### config.mk
export PLATFORM = sky130hd
export DESIGN_NAME = ccit_top
export DESIGN_NICKNAME = d
export VERILOG_FILES = /design/src/verilog/ccit_pkg.sv /design/src/verilog/ccit_filter.sv /design/src/verilog/ccit_top.sv
export SDC_FILE = /design/constraint.sdc
export NUM_CORES = 1
export LEC_CHECK = 0
export BUFFER_PORTS_ARGS = -buffer_cell sky130_fd_sc_hd__buf_2
export CORE_MARGIN = 5
export CORE_UTILIZATION = 61
export CTS_CLUSTER_DIAMETER = 50
export DETAILED_ROUTE_END_ITERATION = 12
export GPL_TIMING_DRIVEN = 0
export PLACE_DENSITY = 0.81
export SLEW_MARGIN = 20
export SYNTH_ARGS = -nofsm -noshare
export SYNTH_HDL_FRONTEND = slang
export SYNTH_SLANG_ARGS = --single-unit
export TNS_END_PERCENT = 10
### constraint.sdc
create_clock -name i_sys_clk -period 5.4 [get_ports i_sys_clk]
set_clock_uncertainty 0.2 [all_clocks]
set_input_delay 1.08 -clock i_sys_clk [delete_from_list [all_inputs] [get_ports i_sys_clk]]
set_output_delay 1.08 -clock i_sys_clk [all_outputs]
set_load 0.02 [all_outputs]
### src/verilog/ccit_pkg.sv
// constants for the control channel and local i2c timing block
package ccit_pkg;
  // register offsets (byte-wide registers on the local register port)
  localparam logic [7:0] CCIT_ADDR_LINK_WD = 8'h08;
  localparam logic [7:0] CCIT_ADDR_I2C_A = 8'h09;
  localparam logic [7:0] CCIT_ADDR_I2C_B = 8'h0a;
  localparam logic [7:0] CCIT_ADDR_SCL_HI = 8'h0b;
  localparam logic [7:0] CCIT_ADDR_SCL_LO = 8'h0c;
  // reset values
  localparam logic [7:0] CCIT_RST_LINK_WD = 8'hfe;
  localparam logic [7:0] CCIT_RST_I2C_A = 8'h1e;
  localparam logic [7:0] CCIT_RST_I2C_B = 8'h10;
  localparam logic [7:0] CCIT_RST_SCL_HI = 8'h7f;
  localparam logic [7:0] CCIT_RST_SCL_LO = 8'h7f;
  // field positions
  localparam int CCIT_WD_OFF_BIT = 0;
  localparam int CCIT_WD_CNT_LSB = 1;
  localparam int CCIT_RWB_BIT = 7;
  localparam int CCIT_HOLD_LSB = 4;
  localparam int CCIT_FILT_LSB = 0;
  localparam int CCIT_SETUP_LSB = 4;
  localparam int CCIT_DLY_LSB = 2;
  localparam int CCIT_FAST_BIT = 1;
  localparam int CCIT_HANG_OFF_BIT = 0;
  // timing, system clock 250 mhz
  localparam int CCIT_CLK_MHZ = 250;
  localparam int CCIT_CLK_PS = 4000;
  localparam int CCIT_LINK_UNIT_MS = 2;
  localparam int CCIT_LINK_UNIT_CYC = CCIT_LINK_UNIT_MS * CCIT_CLK_MHZ * 1000;
  localparam int CCIT_HOLD_UNIT_NS = 50;
  localparam int CCIT_HOLD_UNIT_CYC = CCIT_HOLD_UNIT_NS * 1000 / CCIT_CLK_PS;
  localparam int CCIT_FILT_UNIT_NS = 5;
  // 5 ns rounds up to two 4 ns cycles
  localparam int CCIT_FILT_UNIT_CYC =
    (CCIT_FILT_UNIT_NS * 1000 + CCIT_CLK_PS - 1) / CCIT_CLK_PS;
  localparam int CCIT_SETUP_BASE_NS = 80;
  localparam int CCIT_SETUP_UNIT_NS = 640;
  localparam int CCIT_SETUP_BASE_CYC = CCIT_SETUP_BASE_NS * 1000 / CCIT_CLK_PS;
  localparam int CCIT_SETUP_UNIT_CYC = CCIT_SETUP_UNIT_NS * 1000 / CCIT_CLK_PS;
  localparam int CCIT_DLY_BASE_NS = 240;
  localparam int CCIT_DLY_UNIT_NS = 40;
  localparam int CCIT_DLY_BASE_CYC = CCIT_DLY_BASE_NS * 1000 / CCIT_CLK_PS;
  localparam int CCIT_DLY_UNIT_CYC = CCIT_DLY_UNIT_NS * 1000 / CCIT_CLK_PS;
  localparam int CCIT_OSC_PS = 38095;
  // one oscillator period, rounded up to system cycles
  localparam int CCIT_OSC_CYC = (CCIT_OSC_PS + CCIT_CLK_PS - 1) / CCIT_CLK_PS;
  localparam int CCIT_OSC_EXTRA = 5;
  localparam int CCIT_HANG_FAST_US = 50;
  localparam int CCIT_HANG_SLOW_MS = 1000;
  localparam int CCIT_HANG_FAST_CYC = CCIT_HANG_FAST_US * CCIT_CLK_MHZ;
  localparam int CCIT_HANG_SLOW_CYC = CCIT_HANG_SLOW_MS * CCIT_CLK_MHZ * 1000;
  localparam int CCIT_RECOVER_PULSES = 9;
  typedef enum logic [1:0]
  {
    CCIT_ST_IDLE = 2'b00,
    CCIT_ST_LOW = 2'b01,
    CCIT_ST_HIGH = 2'b11
  } ccit_rec_e;
endpackage

### src/verilog/ccit_filter.sv
// glitch filter plus delayed copy for one i2c input line
`timescale 1ns/10ps
`default_nettype none
module ccit_filter
  import ccit_pkg::*;
(
  input wire logic i_sys_clk,
  input wire logic i_reset_n,
  input wire logic i_line,
  input wire logic [7:0] i_filt_cyc,
  input wire logic [7:0] i_hold_cyc,
  output logic o_line
);
  logic stable_q;
  logic [7:0] cnt_q;
  logic [7:0] hold_q;
  logic held_q;
  logic filt_q;
  // a change is accepted only after it outlasts the filter depth
  always_ff @(posedge i_sys_clk)
  begin
    if (!i_reset_n)
    begin
      stable_q <= 1'b1;
      cnt_q <= 8'h00;
    end
    else if (i_line == stable_q)
    begin
      cnt_q <= 8'h00;
    end
    else if (cnt_q >= i_filt_cyc)
    begin
      stable_q <= i_line;
      cnt_q <= 8'h00;
    end
    else
    begin
      cnt_q <= cnt_q + 8'h01;
    end
  end
  // extra hold: the filtered value follows after i_hold_cyc cycles
  always_ff @(posedge i_sys_clk)
  begin
    if (!i_reset_n)
    begin
      hold_q <= 8'h00;
      held_q <= 1'b1;
    end
    else if (stable_q == held_q)
    begin
      hold_q <= 8'h00;
    end
    else if (hold_q >= i_hold_cyc)
    begin
      held_q <= stable_q;
      hold_q <= 8'h00;
    end
    else
    begin
      hold_q <= hold_q + 8'h01;
    end
  end
  always_ff @(posedge i_sys_clk)
  begin
    if (!i_reset_n)
      filt_q <= 1'b1;
    else
      filt_q <= held_q;
  end
  assign o_line = filt_q;
endmodule
`default_nettype wire

### src/verilog/ccit_top.sv
// control channel watchdog, write guard and local i2c timing
// Contract
// link timeout field bits 7:1, 2 ms units
// unfinished link transaction terminated on timeout
// software never programs timeout zero
// bit 0 set stops link watchdog
// block bit rejects remote local writes
// forwarded remote accesses never blocked
// sda input hold bits 6:4, 50 ns
// glitch filter depth bits 3:0, 5 ns
// ack sda setup 80 ns plus 640/count
// sda delay 240 ns plus 40/step
// hang timer 50 us fast, 1 s slow
// bit 0 disables bus hang watchdog
// sda high idle one second: bus free; code declares it after the selected hang time, 50 us when fast
// sda low idle expiry: nine scl pulses
// scl high count field bits 7:0
// scl high is field plus five periods
// scl low is field plus five periods
// link timer restarts per transaction, stops at end
// hang timer restarts on any line change
`timescale 1ns/10ps
`default_nettype none
module ccit_top
  import ccit_pkg::*;
#(
  parameter int LINK_UNIT_CYC = CCIT_LINK_UNIT_CYC,
  parameter int HANG_FAST_CYC = CCIT_HANG_FAST_CYC,
  parameter int HANG_SLOW_CYC = CCIT_HANG_SLOW_CYC
)
(
  input wire logic i_sys_clk,
  input wire logic i_reset_n,
  // local register port
  input wire logic i_reg_wr,
  input wire logic i_reg_rd,
  input wire logic i_reg_remote,
  input wire logic [7:0] i_reg_addr,
  input wire logic [7:0] i_reg_wdata,
  output logic [7:0] o_reg_rdata,
  output logic o_reg_wr_rejected,
  // control link transaction
  input wire logic i_link_start,
  input wire logic i_link_done,
  output logic o_link_abort,
  output logic o_link_busy,
  // local i2c pins
  input wire logic i_scl,
  input wire logic i_sda,
  output logic o_scl,
  output logic o_scl_oe,
  output logic o_bus_free,
  output logic o_bus_recovering,
  // derived timing, system cycles
  output logic [11:0] o_sda_setup_cyc,
  output logic [7:0] o_sda_delay_cyc,
  output logic [11:0] o_scl_high_cyc,
  output logic [11:0] o_scl_low_cyc
);
  // ----------------------------------------------------------------
  // registers
  // ----------------------------------------------------------------
  logic [7:0] link_wd_q;
  logic [7:0] i2c_a_q;
  logic [7:0] i2c_b_q;
  logic [7:0] scl_hi_q;
  logic [7:0] scl_lo_q;
  logic [7:0] rdata_q;
  logic rej_q;
  wire wr_ok = i_reg_wr && !(i_reg_remote && i2c_a_q[CCIT_RWB_BIT]);
  // remote writes forwarded to the local bus do not use this port

  always_ff @(posedge i_sys_clk)
  begin
    if (!i_reset_n)
    begin
      link_wd_q <= CCIT_RST_LINK_WD;
      i2c_a_q <= CCIT_RST_I2C_A;
      i2c_b_q <= CCIT_RST_I2C_B;
      scl_hi_q <= CCIT_RST_SCL_HI;
      scl_lo_q <= CCIT_RST_SCL_LO;
    end
    else if (wr_ok)
    begin
      case (i_reg_addr)
        CCIT_ADDR_LINK_WD: link_wd_q <= i_reg_wdata;
        CCIT_ADDR_I2C_A: i2c_a_q <= i_reg_wdata;
        CCIT_ADDR_I2C_B: i2c_b_q <= i_reg_wdata;
        CCIT_ADDR_SCL_HI: scl_hi_q <= i_reg_wdata;
        CCIT_ADDR_SCL_LO: scl_lo_q <= i_reg_wdata;
        default: ;
      endcase
    end
  end
  logic [7:0] rsel;
  assign rsel = (i_reg_addr == CCIT_ADDR_LINK_WD) ? link_wd_q :
                (i_reg_addr == CCIT_ADDR_I2C_A) ? i2c_a_q :
                (i_reg_addr == CCIT_ADDR_I2C_B) ? i2c_b_q :
                (i_reg_addr == CCIT_ADDR_SCL_HI) ? scl_hi_q :
                (i_reg_addr == CCIT_ADDR_SCL_LO) ? scl_lo_q : 8'h00;
  always_ff @(posedge i_sys_clk)
  begin
    if (!i_reset_n)
    begin
      rdata_q <= 8'h00;
      rej_q <= 1'b0;
    end
    else
    begin
      if (i_reg_rd)
        rdata_q <= rsel;
      rej_q <= i_reg_wr && !wr_ok;
    end
  end
  // ----------------------------------------------------------------
  // control link watchdog
  // ----------------------------------------------------------------
  logic [6:0] lw_units_q;
  logic [31:0] lw_cyc_q;
  logic lw_busy_q;
  logic lw_abort_q;
  wire lw_off = link_wd_q[CCIT_WD_OFF_BIT];
  wire [6:0] lw_cnt = link_wd_q[7:CCIT_WD_CNT_LSB];
  // a zero count expires at once; software must avoid it
  always_ff @(posedge i_sys_clk)
  begin
    if (!i_reset_n)
    begin
      lw_units_q <= 7'h00;
      lw_cyc_q <= 32'h0;
      lw_busy_q <= 1'b0;
      lw_abort_q <= 1'b0;
    end
    else
    begin
      lw_abort_q <= 1'b0;
      if (i_link_start)
      begin
        lw_units_q <= lw_cnt;
        lw_cyc_q <= 32'h0;
        lw_busy_q <= 1'b1;
      end
      else if (i_link_done)
        lw_busy_q <= 1'b0;
      else if (lw_busy_q && !lw_off)
      begin
        if (lw_units_q == 7'h00)
        begin
          lw_busy_q <= 1'b0;
          lw_abort_q <= 1'b1;
        end
        else if (lw_cyc_q == 32'(LINK_UNIT_CYC - 1))
        begin
          lw_cyc_q <= 32'h0;
          lw_units_q <= lw_units_q - 7'h01;
        end
        else
          lw_cyc_q <= lw_cyc_q + 32'h1;
      end
    end
  end
  // ----------------------------------------------------------------
  // input synchronisers and filters
  // ----------------------------------------------------------------
  logic [1:0] scl_s_q;
  logic [1:0] sda_s_q;
  always_ff @(posedge i_sys_clk)
  begin
    if (!i_reset_n)
    begin
      scl_s_q <= 2'b11;
      sda_s_q <= 2'b11;
    end
    else
    begin
      scl_s_q <= {scl_s_q[0], i_scl};
      sda_s_q <= {sda_s_q[0], i_sda};
    end
  end
  logic [7:0] filt_cyc;
  logic [7:0] hold_cyc;
  assign filt_cyc = 8'(32'(i2c_a_q[3:CCIT_FILT_LSB]) *
                       CCIT_FILT_UNIT_CYC);
  assign hold_cyc = 8'(32'(i2c_a_q[6:CCIT_HOLD_LSB]) *
                       CCIT_HOLD_UNIT_CYC);
  logic scl_f;
  logic sda_f;
  ccit_filter u_scl_filt
  (
    .i_sys_clk(i_sys_clk),
    .i_reset_n(i_reset_n),
    .i_line(scl_s_q[1]),
    .i_filt_cyc(filt_cyc),
    .i_hold_cyc(8'h00),
    .o_line(scl_f)
  );
  // hold applies to sda only, relative to scl
  ccit_filter u_sda_filt
  (
    .i_sys_clk(i_sys_clk),
    .i_reset_n(i_reset_n),
    .i_line(sda_s_q[1]),
    .i_filt_cyc(filt_cyc),
    .i_hold_cyc(hold_cyc),
    .o_line(sda_f)
  );
  // ----------------------------------------------------------------
  // bus hang watchdog and nine-clock recovery
  // ----------------------------------------------------------------
  logic scl_p_q;
  logic sda_p_q;
  logic [31:0] hang_q;
  logic free_q;
  ccit_rec_e rec_q;
  logic [3:0] pulses_q;
  logic [11:0] ph_q;
  logic scl_o_q;
  logic scl_oe_q;
  wire hang_off = i2c_b_q[CCIT_HANG_OFF_BIT];
  wire [31:0] hang_lim = i2c_b_q[CCIT_FAST_BIT] ? 32'(HANG_FAST_CYC) :
                         32'(HANG_SLOW_CYC);
  wire activity = (scl_f != scl_p_q) || (sda_f != sda_p_q);
  wire expired = !hang_off && (hang_q >= hang_lim - 32'h1);
  logic [11:0] hi_cyc;
  logic [11:0] lo_cyc;
  assign hi_cyc = 12'(32'(scl_hi_q) * CCIT_OSC_CYC +
                      CCIT_OSC_EXTRA * CCIT_OSC_CYC);
  assign lo_cyc = 12'(32'(scl_lo_q) * CCIT_OSC_CYC +
                      CCIT_OSC_EXTRA * CCIT_OSC_CYC);
  always_ff @(posedge i_sys_clk)
  begin
    if (!i_reset_n)
    begin
      scl_p_q <= 1'b1;
      sda_p_q <= 1'b1;
      hang_q <= 32'h0;
      free_q <= 1'b0;
    end
    else
    begin
      scl_p_q <= scl_f;
      sda_p_q <= sda_f;
      if (activity || hang_off || rec_q != CCIT_ST_IDLE)
      begin
        hang_q <= 32'h0;
        if (activity)
          free_q <= 1'b0;
      end
      else if (expired)
      begin
        hang_q <= 32'h0;
        free_q <= sda_f;
      end
      else
        hang_q <= hang_q + 32'h1;
    end
  end
  // recovery pulls scl low and releases it nine times with master timing
  always_ff @(posedge i_sys_clk)
  begin
    if (!i_reset_n)
    begin
      rec_q <= CCIT_ST_IDLE;
      pulses_q <= 4'h0;
      ph_q <= 12'h000;
      scl_o_q <= 1'b1;
      scl_oe_q <= 1'b0;
    end
    else
    begin
      case (rec_q)
        CCIT_ST_IDLE:
        begin
          if (expired && !activity && !sda_f)
          begin
            rec_q <= CCIT_ST_LOW;
            pulses_q <= 4'h0;
            ph_q <= 12'h000;
            scl_o_q <= 1'b0;
            scl_oe_q <= 1'b1;
          end
        end
        CCIT_ST_LOW:
        begin
          if (ph_q >= lo_cyc - 12'h001)
          begin
            rec_q <= CCIT_ST_HIGH;
            ph_q <= 12'h000;
            scl_o_q <= 1'b1;
            scl_oe_q <= 1'b0;
          end
          else
            ph_q <= ph_q + 12'h001;
        end
        CCIT_ST_HIGH:
        begin
          if (ph_q >= hi_cyc - 12'h001)
          begin
            ph_q <= 12'h000;
            if (pulses_q == 4'(CCIT_RECOVER_PULSES - 1))
              rec_q <= CCIT_ST_IDLE;
            else
            begin
              pulses_q <= pulses_q + 4'h1;
              rec_q <= CCIT_ST_LOW;
              scl_o_q <= 1'b0;
              scl_oe_q <= 1'b1;
            end
          end
          else
            ph_q <= ph_q + 12'h001;
        end
        default: rec_q <= CCIT_ST_IDLE;
      endcase
    end
  end
  // ----------------------------------------------------------------
  // derived remote-access timing
  // ----------------------------------------------------------------
  // widest setup is 20 + 160 * 15 cycles, so 12 bits
  logic [11:0] setup_q;
  logic [7:0] delay_q;
  logic [11:0] hi_q;
  logic [11:0] lo_q;
  always_ff @(posedge i_sys_clk)
  begin
    if (!i_reset_n)
    begin
      setup_q <= 12'h000;
      delay_q <= 8'h00;
      hi_q <= 12'h000;
      lo_q <= 12'h000;
    end
    else
    begin
      setup_q <= 12'(CCIT_SETUP_BASE_CYC + 32'(i2c_b_q[7:CCIT_SETUP_LSB])
                     * CCIT_SETUP_UNIT_CYC);
      delay_q <= 8'(CCIT_DLY_BASE_CYC + 32'(i2c_b_q[3:CCIT_DLY_LSB])
                    * CCIT_DLY_UNIT_CYC);
      hi_q <= hi_cyc;
      lo_q <= lo_cyc;
    end
  end
  assign o_reg_rdata = rdata_q;
  assign o_reg_wr_rejected = rej_q;
  assign o_link_abort = lw_abort_q;
  assign o_link_busy = lw_busy_q;
  assign o_scl = scl_o_q;
  assign o_scl_oe = scl_oe_q;
  assign o_bus_free = free_q;
  assign o_bus_recovering = scl_oe_q;
  assign o_sda_setup_cyc = setup_q;
  assign o_sda_delay_cyc = delay_q;
  assign o_scl_high_cyc = hi_q;
  assign o_scl_low_cyc = lo_q;
endmodule
`default_nettype wire

# --- Yosys cells after proc, flatten, opt, wreduce, memory -nomap -nowiden ---
# Cells that the tools add are included.
# W data, S select, Z words.
totals:
  rom_bits: 0
  reg_bits: 231
  n_memories: 0
  elab_cells: 187
  latchBits: 0
  mem_bits_rw: 0
op_classes:
  n_mux: 43
  addsub: 16
  multipliers: 5
  reduce_logical: 50
  n_div: 0
  n_eq_ne: 22
  order_cmp: 7
  shifts: 0
  n_bitwise: 8
op_table:
  columns: ["op", "count"]
  rows:
  - ["$add A32 B1 Y32 const B", 2]
  - ["$eq A8 B4 Y1 const B", 5]
  - ["$mux W8", 5]
  - ["$mux W12", 3]
  - ["$pmux W12 S3", 1]
  - ["$mux W7", 5]
  - ["$add A8 B1 Y8 const B", 4]
  - ["$eq A32 B19 Y1 const B", 1]
  - ["$ge A32 B32 Y1", 1]
  - ["$mux W32", 1]
  - ["$sub A28 B1 Y29 const B", 1]
  - ["$mux W28", 1]
  - ["$add A12 B6 Y12 const B", 2]
  - ["$ge A12 B12 Y1", 2]
  - ["$reduce_and A2 Y1", 12]
  - ["$sub A12 B1 Y12 const B", 2]
  - ["$mul A8 B3 Y11 const B", 2]
  - ["$mux W1", 17]
  - ["$ge A8 B5 Y1", 2]
  - ["$reduce_or A3 Y1", 5]
  - ["$ne A2 B2 Y1 const B", 7]
  - ["$add A12 B1 Y12 const B", 1]
  - ["$add A5 B12 Y12 const A", 1]
  - ["$mux W4", 3]
  - ["30 further kinds", 65]

# --- Depth between registers and ports, before layout ---
# Gate-level depths: netlist of run 1.
depth:
  word_depth: 8
  mapped_depth: 19
  mapped_depth_nobuf: 18

# --- Hierarchy ---
# From an unflattened synthesis of run 1, not the netlist that was laid out.
hier_totals:
  hier_cells: 1389
  hier_area_um2: 12062.8
by_module_without_submodules:
  columns: ["module", "seq_area_each_um2", "area_each_um2", "cells_each", "n_inst"]
  rows:
  - ["ccit_top", 3703.6, 9753.1, 1137, 1]
  - ["ccit_filter", 380.4, 1154.9, 126, 2]

# --- Worst setup path after synthesis of run 1 ---
# No wires, ideal clock.
synth_timing:
  path_kind: "register to register"
  startpoint: "reg scl_hi_q[1]"
  endpoint: "reg ph_q[2]"
  stages_incl_launch_ff: 19
  period_less_slack_ns: 4.542
  slack_ns: 0.858
  t_arrival_ns: 4.282
  cell_sequence: "dfxtp_1 > ha_1 > ha_1 > fa_1 > clkbuf_1 > nor2_1 > nand2_1 > xor2_1 > nor4_1 > nand3_1 > xnor2_1 > ha_1 > a211oi_1 > o21ai_0 > a211o_1 > a31oi_1 > o21ai_1 > nor3b_1 > a221o_1"
synth_between:
  elab_chain_cells: 6
synth_lines:
  columns: ["item", "line", "rtl"]
  rows:
  - ["from (decl)", "ccit_top.sv:66", "logic [7:0] scl_hi_q;"]
  - ["from (signal assigned)", "ccit_top.sv:89", "CCIT_ADDR_SCL_HI: scl_hi_q <= i_reg_wdata;"]
  - ["$mul A8 B3 Y11", "ccit_top.sv:226", "assign hi_cyc = 12'(32'(scl_hi_q) * CCIT_OSC_CYC +"]
  - ["$add A12 B6 Y12", "ccit_top.sv:226", null]
  - ["$sub A12 B1 Y12", "ccit_top.sv:297", "if (ph_q >= hi_cyc - 12'h001)"]
  - ["$ge A12 B12 Y1", "ccit_top.sv:297", null]
  - ["$mux W12", "ccit_top.sv:297", null]
  - ["$pmux W12 S3", "ccit_top.sv:271", "case (rec_q)"]
  - ["to (signal assigned)", "ccit_top.sv:293", "ph_q <= ph_q + 12'h001;"]
  - ["to (signal assigned)", "ccit_top.sv:311", "ph_q <= ph_q + 12'h001;"]
  - ["to (decl)", "ccit_top.sv:216", "logic [11:0] ph_q;"]
# Every way passes these cells.
# A chain may end at the register's enable or synchronous reset.

# --- Worst setup path after layout of run 1 ---
layout_timing:
  startpoint: "reg scl_lo_q[1]"
  endpoint: "reg ph_q[2]"
layout_between:
  elab_chain_cells: 6
layout_lines:
  columns: ["item", "line", "rtl"]
  rows:
  - ["from (decl)", "ccit_top.sv:67", "logic [7:0] scl_lo_q;"]
  - ["from (signal assigned)", "ccit_top.sv:90", "CCIT_ADDR_SCL_LO: scl_lo_q <= i_reg_wdata;"]
  - ["$mul A8 B3 Y11", "ccit_top.sv:228", "assign lo_cyc = 12'(32'(scl_lo_q) * CCIT_OSC_CYC +"]
  - ["$add A12 B6 Y12", "ccit_top.sv:228", null]
  - ["$sub A12 B1 Y12", "ccit_top.sv:285", "if (ph_q >= lo_cyc - 12'h001)"]
  - ["$ge A12 B12 Y1", "ccit_top.sv:285", null]
  - ["$mux W12", "ccit_top.sv:285", null]
  - ["$pmux W12 S3", "ccit_top.sv:271", null]
# Every way passes these cells.

==> results of run 1 <==
through the flow:
stage	cells	setup slack, ns
finish	1606	0.234
global route	1606	-0.0267
CTS	1606	0.0243
detailed placement	1564	0.0401
global placement	1564	0.191
floorplan	1261	0.858
logic make-up (layout without fill, tap and decap cells):
logic type	count (synthesis)	in the layout	synth area share
AND/OR/NAND/NOR	487	487	0.215
AO/OA/AOI/OAI	179	179	0.106
buffers and inverters	106	222	0.0399
adder cells (fa/ha/maj)	99	99	0.115
other	1	14	0.000341
multiplexers	31	31	0.0283
flip-flops	215	215	0.391
XOR/XNOR	130	130	0.104
worst min path at each step:
| stage | start | end | cells after the start |
|---|---|---|---|
| 2_1_floorplan | scl_s_q[0] | scl_s_q[1] | 1 |
| 3_3_place_gp | sda_s_q[0] | sda_s_q[1] | 1 |
| 3_5_place_dp | scl_s_q[0] | scl_s_q[1] | 1 |
| 4_1_cts | sda_s_q[0] | sda_s_q[1] | 1 |
| 5_1_grt | scl_s_q[0] | scl_s_q[1] | 1 |
| 6_report | scl_s_q[0] | scl_s_q[1] | 1 |
critical path: stages, from the launching register on:
cell and delay [ns]:
dfxtp_1 0.47, ha_1 0.28, ha_1 0.23, fa_1 0.44
clkbuf_1 0.20, nor3b_1 0.37, xor2_1 0.22, nor4_2 0.35
nand3_1 0.17, o31ai_1 0.43, ha_1 0.26, nand4_1 0.13
a211oi_1 0.32, a221oi_2 0.15, o21ai_2 0.41, nor3b_1 0.12
a221o_1 0.28
placed cells by master (no fill, tap or decap), types with 5 or more instances in the layout:
cell / n
o221ai_1: 8
o21ai_0: 30
o211a_1: 5
nand4_1: 15
conb_1: 14
nand3_1: 76
a21oi_1: 66
nor4_1: 9
inv_1: 55
or3_1: 11
clkbuf_16: 25
and4_1: 5
dfxtp_1: 215
buf_4: 9
nor3_1: 20
clkbuf_8: 5
and3_1: 18
clkbuf_1: 41
ha_1: 95
xnor2_1: 67
xor2_1: 63
nand2_1: 86
and2_1: 21
buf_2: 74
nor2b_1: 8
nor3b_1: 6
mux2i_1: 30
a211oi_1: 8
o211ai_1: 5
nor2_1: 166
a22oi_1: 8
a21o_1: 17
o21bai_1: 6
or4_1: 5
nand2b_1: 21
sequential cells by signal (all words and copies together), names as in the netlist, 11 cells and up:
signal / cells
ph_q: 12
lw_cyc_q: 32
hang_q: 32
o_scl_low_cyc: 11
o_scl_high_cyc: 11
repair_timing:
item                                    4_1_cts  5_1_grt
endpoints found under the setup margin        0       13
hold buffers                                  0        0
resized for setup                             0        5
metal layers:
layer / GRT usage / up-vias / part of all wire
li1: - / 4513 / -
met1: 0.325 / 4175 / 0.46
met2: 0.381 / 264 / 0.45
met3: 0.0430 / 50 / 0.060
met4: 0.0653 / 0 / 0.025
met5: 0 / - / 0
area by class of cell:
| class | count | area share |
|---|---|---|
| buffer | 51 | 0.0186 |
| tap | 229 | 0.0229 |
| multi-input combinational | 940 | 0.505 |
| sequential | 215 | 0.343 |
| clock buffer | 34 | 0.0566 |
| clock inverter | 8 | 0.00778 |
| timing repair buffer | 74 | 0.0295 |
| inverter | 55 | 0.0165 |
cells in the mapped netlist (30+ instances only):
cell type    n
clkbuf_1    37
nand3_1     76
mux2i_1     30
a21oi_1     66
nor2_1     167
xor2_1      63
inv_1       55
nand2_1     86
ha_1        95
xnor2_1     67
dfxtp_1    215
o21ai_0     30
power by group:
part | switching (W) | internal [W] | total (W)
sequential | 0.0000193 | 0.00161 | 0.00163
clock | 0.000630 | 0.00101 | 0.00164
combinational | 0.000130 | 0.0000715 | 0.000202
==> qor.yml, run 1 <==
cts_tree: "done"
yosys-top-cells-area: "dfxtp_1 39%, ha_1 11%, nor2_1 5.7%"
setup_viol: 0
portBuffers: 74
post_cts_buffers: 0
peakVddDrop_uv: 271
fin_crit_ns: 5.17
avgSynthCellArea_um2: 8.81
clock_path_buffers: 3
n_fill_cell: 1388
place_area_um2: 11700
finalInstanceArea_um2: 12500
fin_util: 0.703
core_area_um2: 17800
tightestPinTransition_ns: 1.03
crit_start: "scl_lo_q[1]"
crit_path_end_kind: "flop"
fin_nets: 1485
grt_max_degree: 17
start_util: 0.617
numCtsBuffers: 24
r2r_cells: 16
cts.sink_count: 215
path_class: "flop to flop"
seq_area_um2: 4300
grt_usage: 0.235
hold_class: "flop to flop"
setup-tns-final_ns: 0
first_global_vias: 8578
synthFlopType: "dfxtp_1"
r2r-start: "scl_lo_q[1]"
die_w_um: 144
rows: 49
wirelength_um: 24600
drt_iter0_drc: 521
synth_edf_count: 0
synth_top_cell_area_share: 0.391
rsz0062_at_grt: "yes"
area_delta_synth_final_pct: 14.0
clock_latency_ns: 0.52
maxClockFrequency_mhz: 194
async_flop_share: 0
grt-ovfl-total: 0
grt_pass1_wl_um: 40800
drc_errors: 0
syn-cell-area_um2: 11000
multi_input_area_um2: 6330
diodes: 0
arrival_ns: 5.36
wl_per_cell_um: 15.3
slew_headroom: 0.315
reg2reg_to: "ph_q[2]"
dieHeight_um: 144
crit_fanout: 10
ant_nets: 0
netlist_instances: 1248
yosysUniqueCellTypes: 59
cts-root-buf: "clkbuf_16"
status: "completed"
drv_slew: 0
maxCapViolCount: 0
htree_levels: 1
dieArea_um2: 20800
ioPinCount: 84
crit_required_ns: 5.60
yosysSeqAreaShare: 0.391
antenna_found_initial: 0
startpoint_type: "flop"
clkSlewWorstSetupHoldPaths_ns: 0.06
reg2reg_slack_ns: 0.23
cp-endpoint: "ph_q[2]"
ys_seq_elements: 215
vias: 9002
gp_congestion: 0.906
power_w: 0.00347
drive_gt1_frac: 0.100
finalCritPeriodShare: 0.957
hpwl_um: 18100
p_leak_nw: 5.39
synth_area_leader_cell: "dfxtp_1"
routed_via_density: 5.61
p_per_area_nw_per_um2: 277
hold_slack_ns: 0.213
firstDrtPassIters: 5
ys_warn_count: 0
hold_viol: 0
Power figures use the tool's default switching activity.
==> run 2, diff against run 1 <==
CORE_UTILIZATION = 55   (was 61)
PLACE_DENSITY = 0.77   (was 0.81)
clock period = 4.5 ns   (was 5.4 ns; I/O delays follow)
==> run 2 against run 1 <==
Compared with the run above: via count increased by 4.8%; routed wire length increased by 12%; sequential share of layout area decreased by 2.0 points; critical path type unchanged; largest cell class unchanged; largest power group unchanged.
==> qor.yml, run 2 (synthesis results as in run 1) <==
crit_path_end_kind: "flop"
area_delta_synth_final_pct: 21.7
dieArea_um2: 22900
p_int_w: 0.00342
hold_class: "flop to flop"
power.switching_w: 0.00105
cts_tree: "done"
vias: 9435
drive_gt1_frac: 0.168
arrival_ns: 4.71
p_per_area_nw_per_um2: 334
layout_commonest_cell: "dfxtp_1"
cp_num_buf_inv: 1
slowest_stage: "fa_2"
cts-root-buf: "clkbuf_16"
hold_depth: 1
gp_congestion: 0.907
first_global_vias: 8831
crit_chain: "ha_1, ha_2, fa_2, a21o_1, a21oi_2, o21bai_1, a21oi_2, xnor2_2, a22o_1, o31ai_4, ha_4, nand4_1, a211oi_4, a221oi_4, buf_12, nor2_4, and4b_1, a211o_1"
wirelength_um: 27600
r2r_cells: 18
cts.sink_count: 215
path_class: "flop to flop"
ioPinCount: 84
hpwl_um: 18300
power.share.switching: 0.234
critPathMaxStageDelay_ns: 0.39
drv_slew: 0
mostFrequentLayoutCells: "206 x dfxtp_1, 164 x nor2_1, 88 x ha_1"
slew_headroom: 0.228
grt-ovfl-total: 0
r2r-start: "scl_lo_q[0]"
placed_cells: 1600
fin_nets: 1518
peakVddDrop_uv: 299
status: "completed"
reg2reg_slack_ns: 0.009
clock_latency_ns: 0.53
power_frac_clock: 0.500
fin_crit_ns: 4.49
reg2reg_to: "ph_q[11]"
crit_required_ns: 4.72
portBuffers: 74
clkSlewWorstSetupHoldPaths_ns: 0.06
cpMostUsedCell: "a21oi_2"
crit_family: "compound AO/OA/AOI/OAI gates"
setup_viol: 0
grt_usage: 0.223
firstDrtPassIters: 5
tightestPinTransition_ns: 1.16
start_util: 0.562
ctsHoldBuffers: 0
final_cells: 1679
drt_iter0_drc: 656
top_regs: "hang_q x32, lw_cyc_q x32, ph_q x12"
maxClockFrequency_mhz: 223
numCtsBuffers: 27
hold_end: "scl_s_q[1]"
antenna_found_initial: 0
core_area_um2: 19600
grt_pass1_wl_um: 42100
ant_nets: 0
seq_power_share: 0.438
clock_path_buffers: 3
hold_path_startpoint: "scl_s_q[0]"
hold_viol: 0
startpoint_type: "flop"
finalCritPeriodShare: 0.998
p_leak_nw: 5.70
htree_levels: 1
maxCapViolCount: 0
rows: 51
dieHeight_um: 151
crit_fanout: 4
wl_per_cell_um: 16.4
diodes: 0
drc_errors: 0
die_w_um: 151
grt_max_degree: 17
routed_via_density: 5.62
combPwrFrac: 0.061
fin_util: 0.684
==> run 2: power by group through the flow <==
stage | logic, W | registers, W | clock network (W)
6_report | 0.000275 | 0.00196 | 0.00224
5_1_grt | 0.000296 | 0.00196 | 0.00237
3_3_place_gp | 0.000235 | 0.00200 | 0
4_1_cts | 0.000257 | 0.00196 | 0.00227
3_5_place_dp | 0.000239 | 0.00200 | 0
2_1_floorplan | 0.000138 | 0.00202 | 0
==> run 2: routing by layer <==
| layer | global-route usage | up-vias | share of wire |
|---|---|---|---|
| li1 | - | 4577 | - |
| met1 | 0.312 | 4462 | 0.43 |
| met2 | 0.357 | 325 | 0.47 |
| met3 | 0.0359 | 71 | 0.068 |
| met4 | 0.0653 | 0 | 0.029 |
| met5 | 0 | - | 0 |
==> run 2: area by class of cell <==
class	count	area, µm²
Buffer	49	225
Clock buffer	32	724
Clock inverter	17	215
Fill cell	1521	6200
Inverter	55	206
Multi-Input combinational cell	941	6740
Sequential cell	215	4330
Tap cell	265	332
Timing Repair Buffer	105	628
==> run 2: worst max-delay path by stage <==
stage	end	startpoint	slack, ns	cells after the start
6_report	ph_q[11]	scl_lo_q[0]	0.009	18
2_1_floorplan	ph_q[2]	scl_hi_q[1]	0.01	18
3_3_place_gp	ph_q[0]	scl_lo_q[1]	-0.70	16
3_5_place_dp	ph_q[2]	scl_lo_q[1]	-0.78	16
4_1_cts	ph_q[11]	scl_hi_q[4]	-0.02	18
5_1_grt	o_bus_recovering	scl_lo_q[5]	-0.13	17
==> run 2: what timing repair did <==
item,in CTS,in global routing
setup endpoints to repair,20,20
buffers inserted,8,25
gates cloned,1,0
resized for setup,31,51
pin swaps,7,36
==> run 2: per-stage QoR <==
step                      hold WS (ns)  setup TNS [ns]  power, W  setup WS [ns]  instance area (µm²)
final                            0.219               0   0.00447        0.00870                13400
after global routing             0.242           -1.13   0.00462         -0.127                13400
after CTS                        0.225         -0.0176   0.00449        -0.0176                12900
after detailed placement         0.200          -10.98   0.00224         -0.782                11800
after global placement           0.200           -9.49   0.00224         -0.696                11800
after floorplan                  0.186               0   0.00216         0.0110                11100
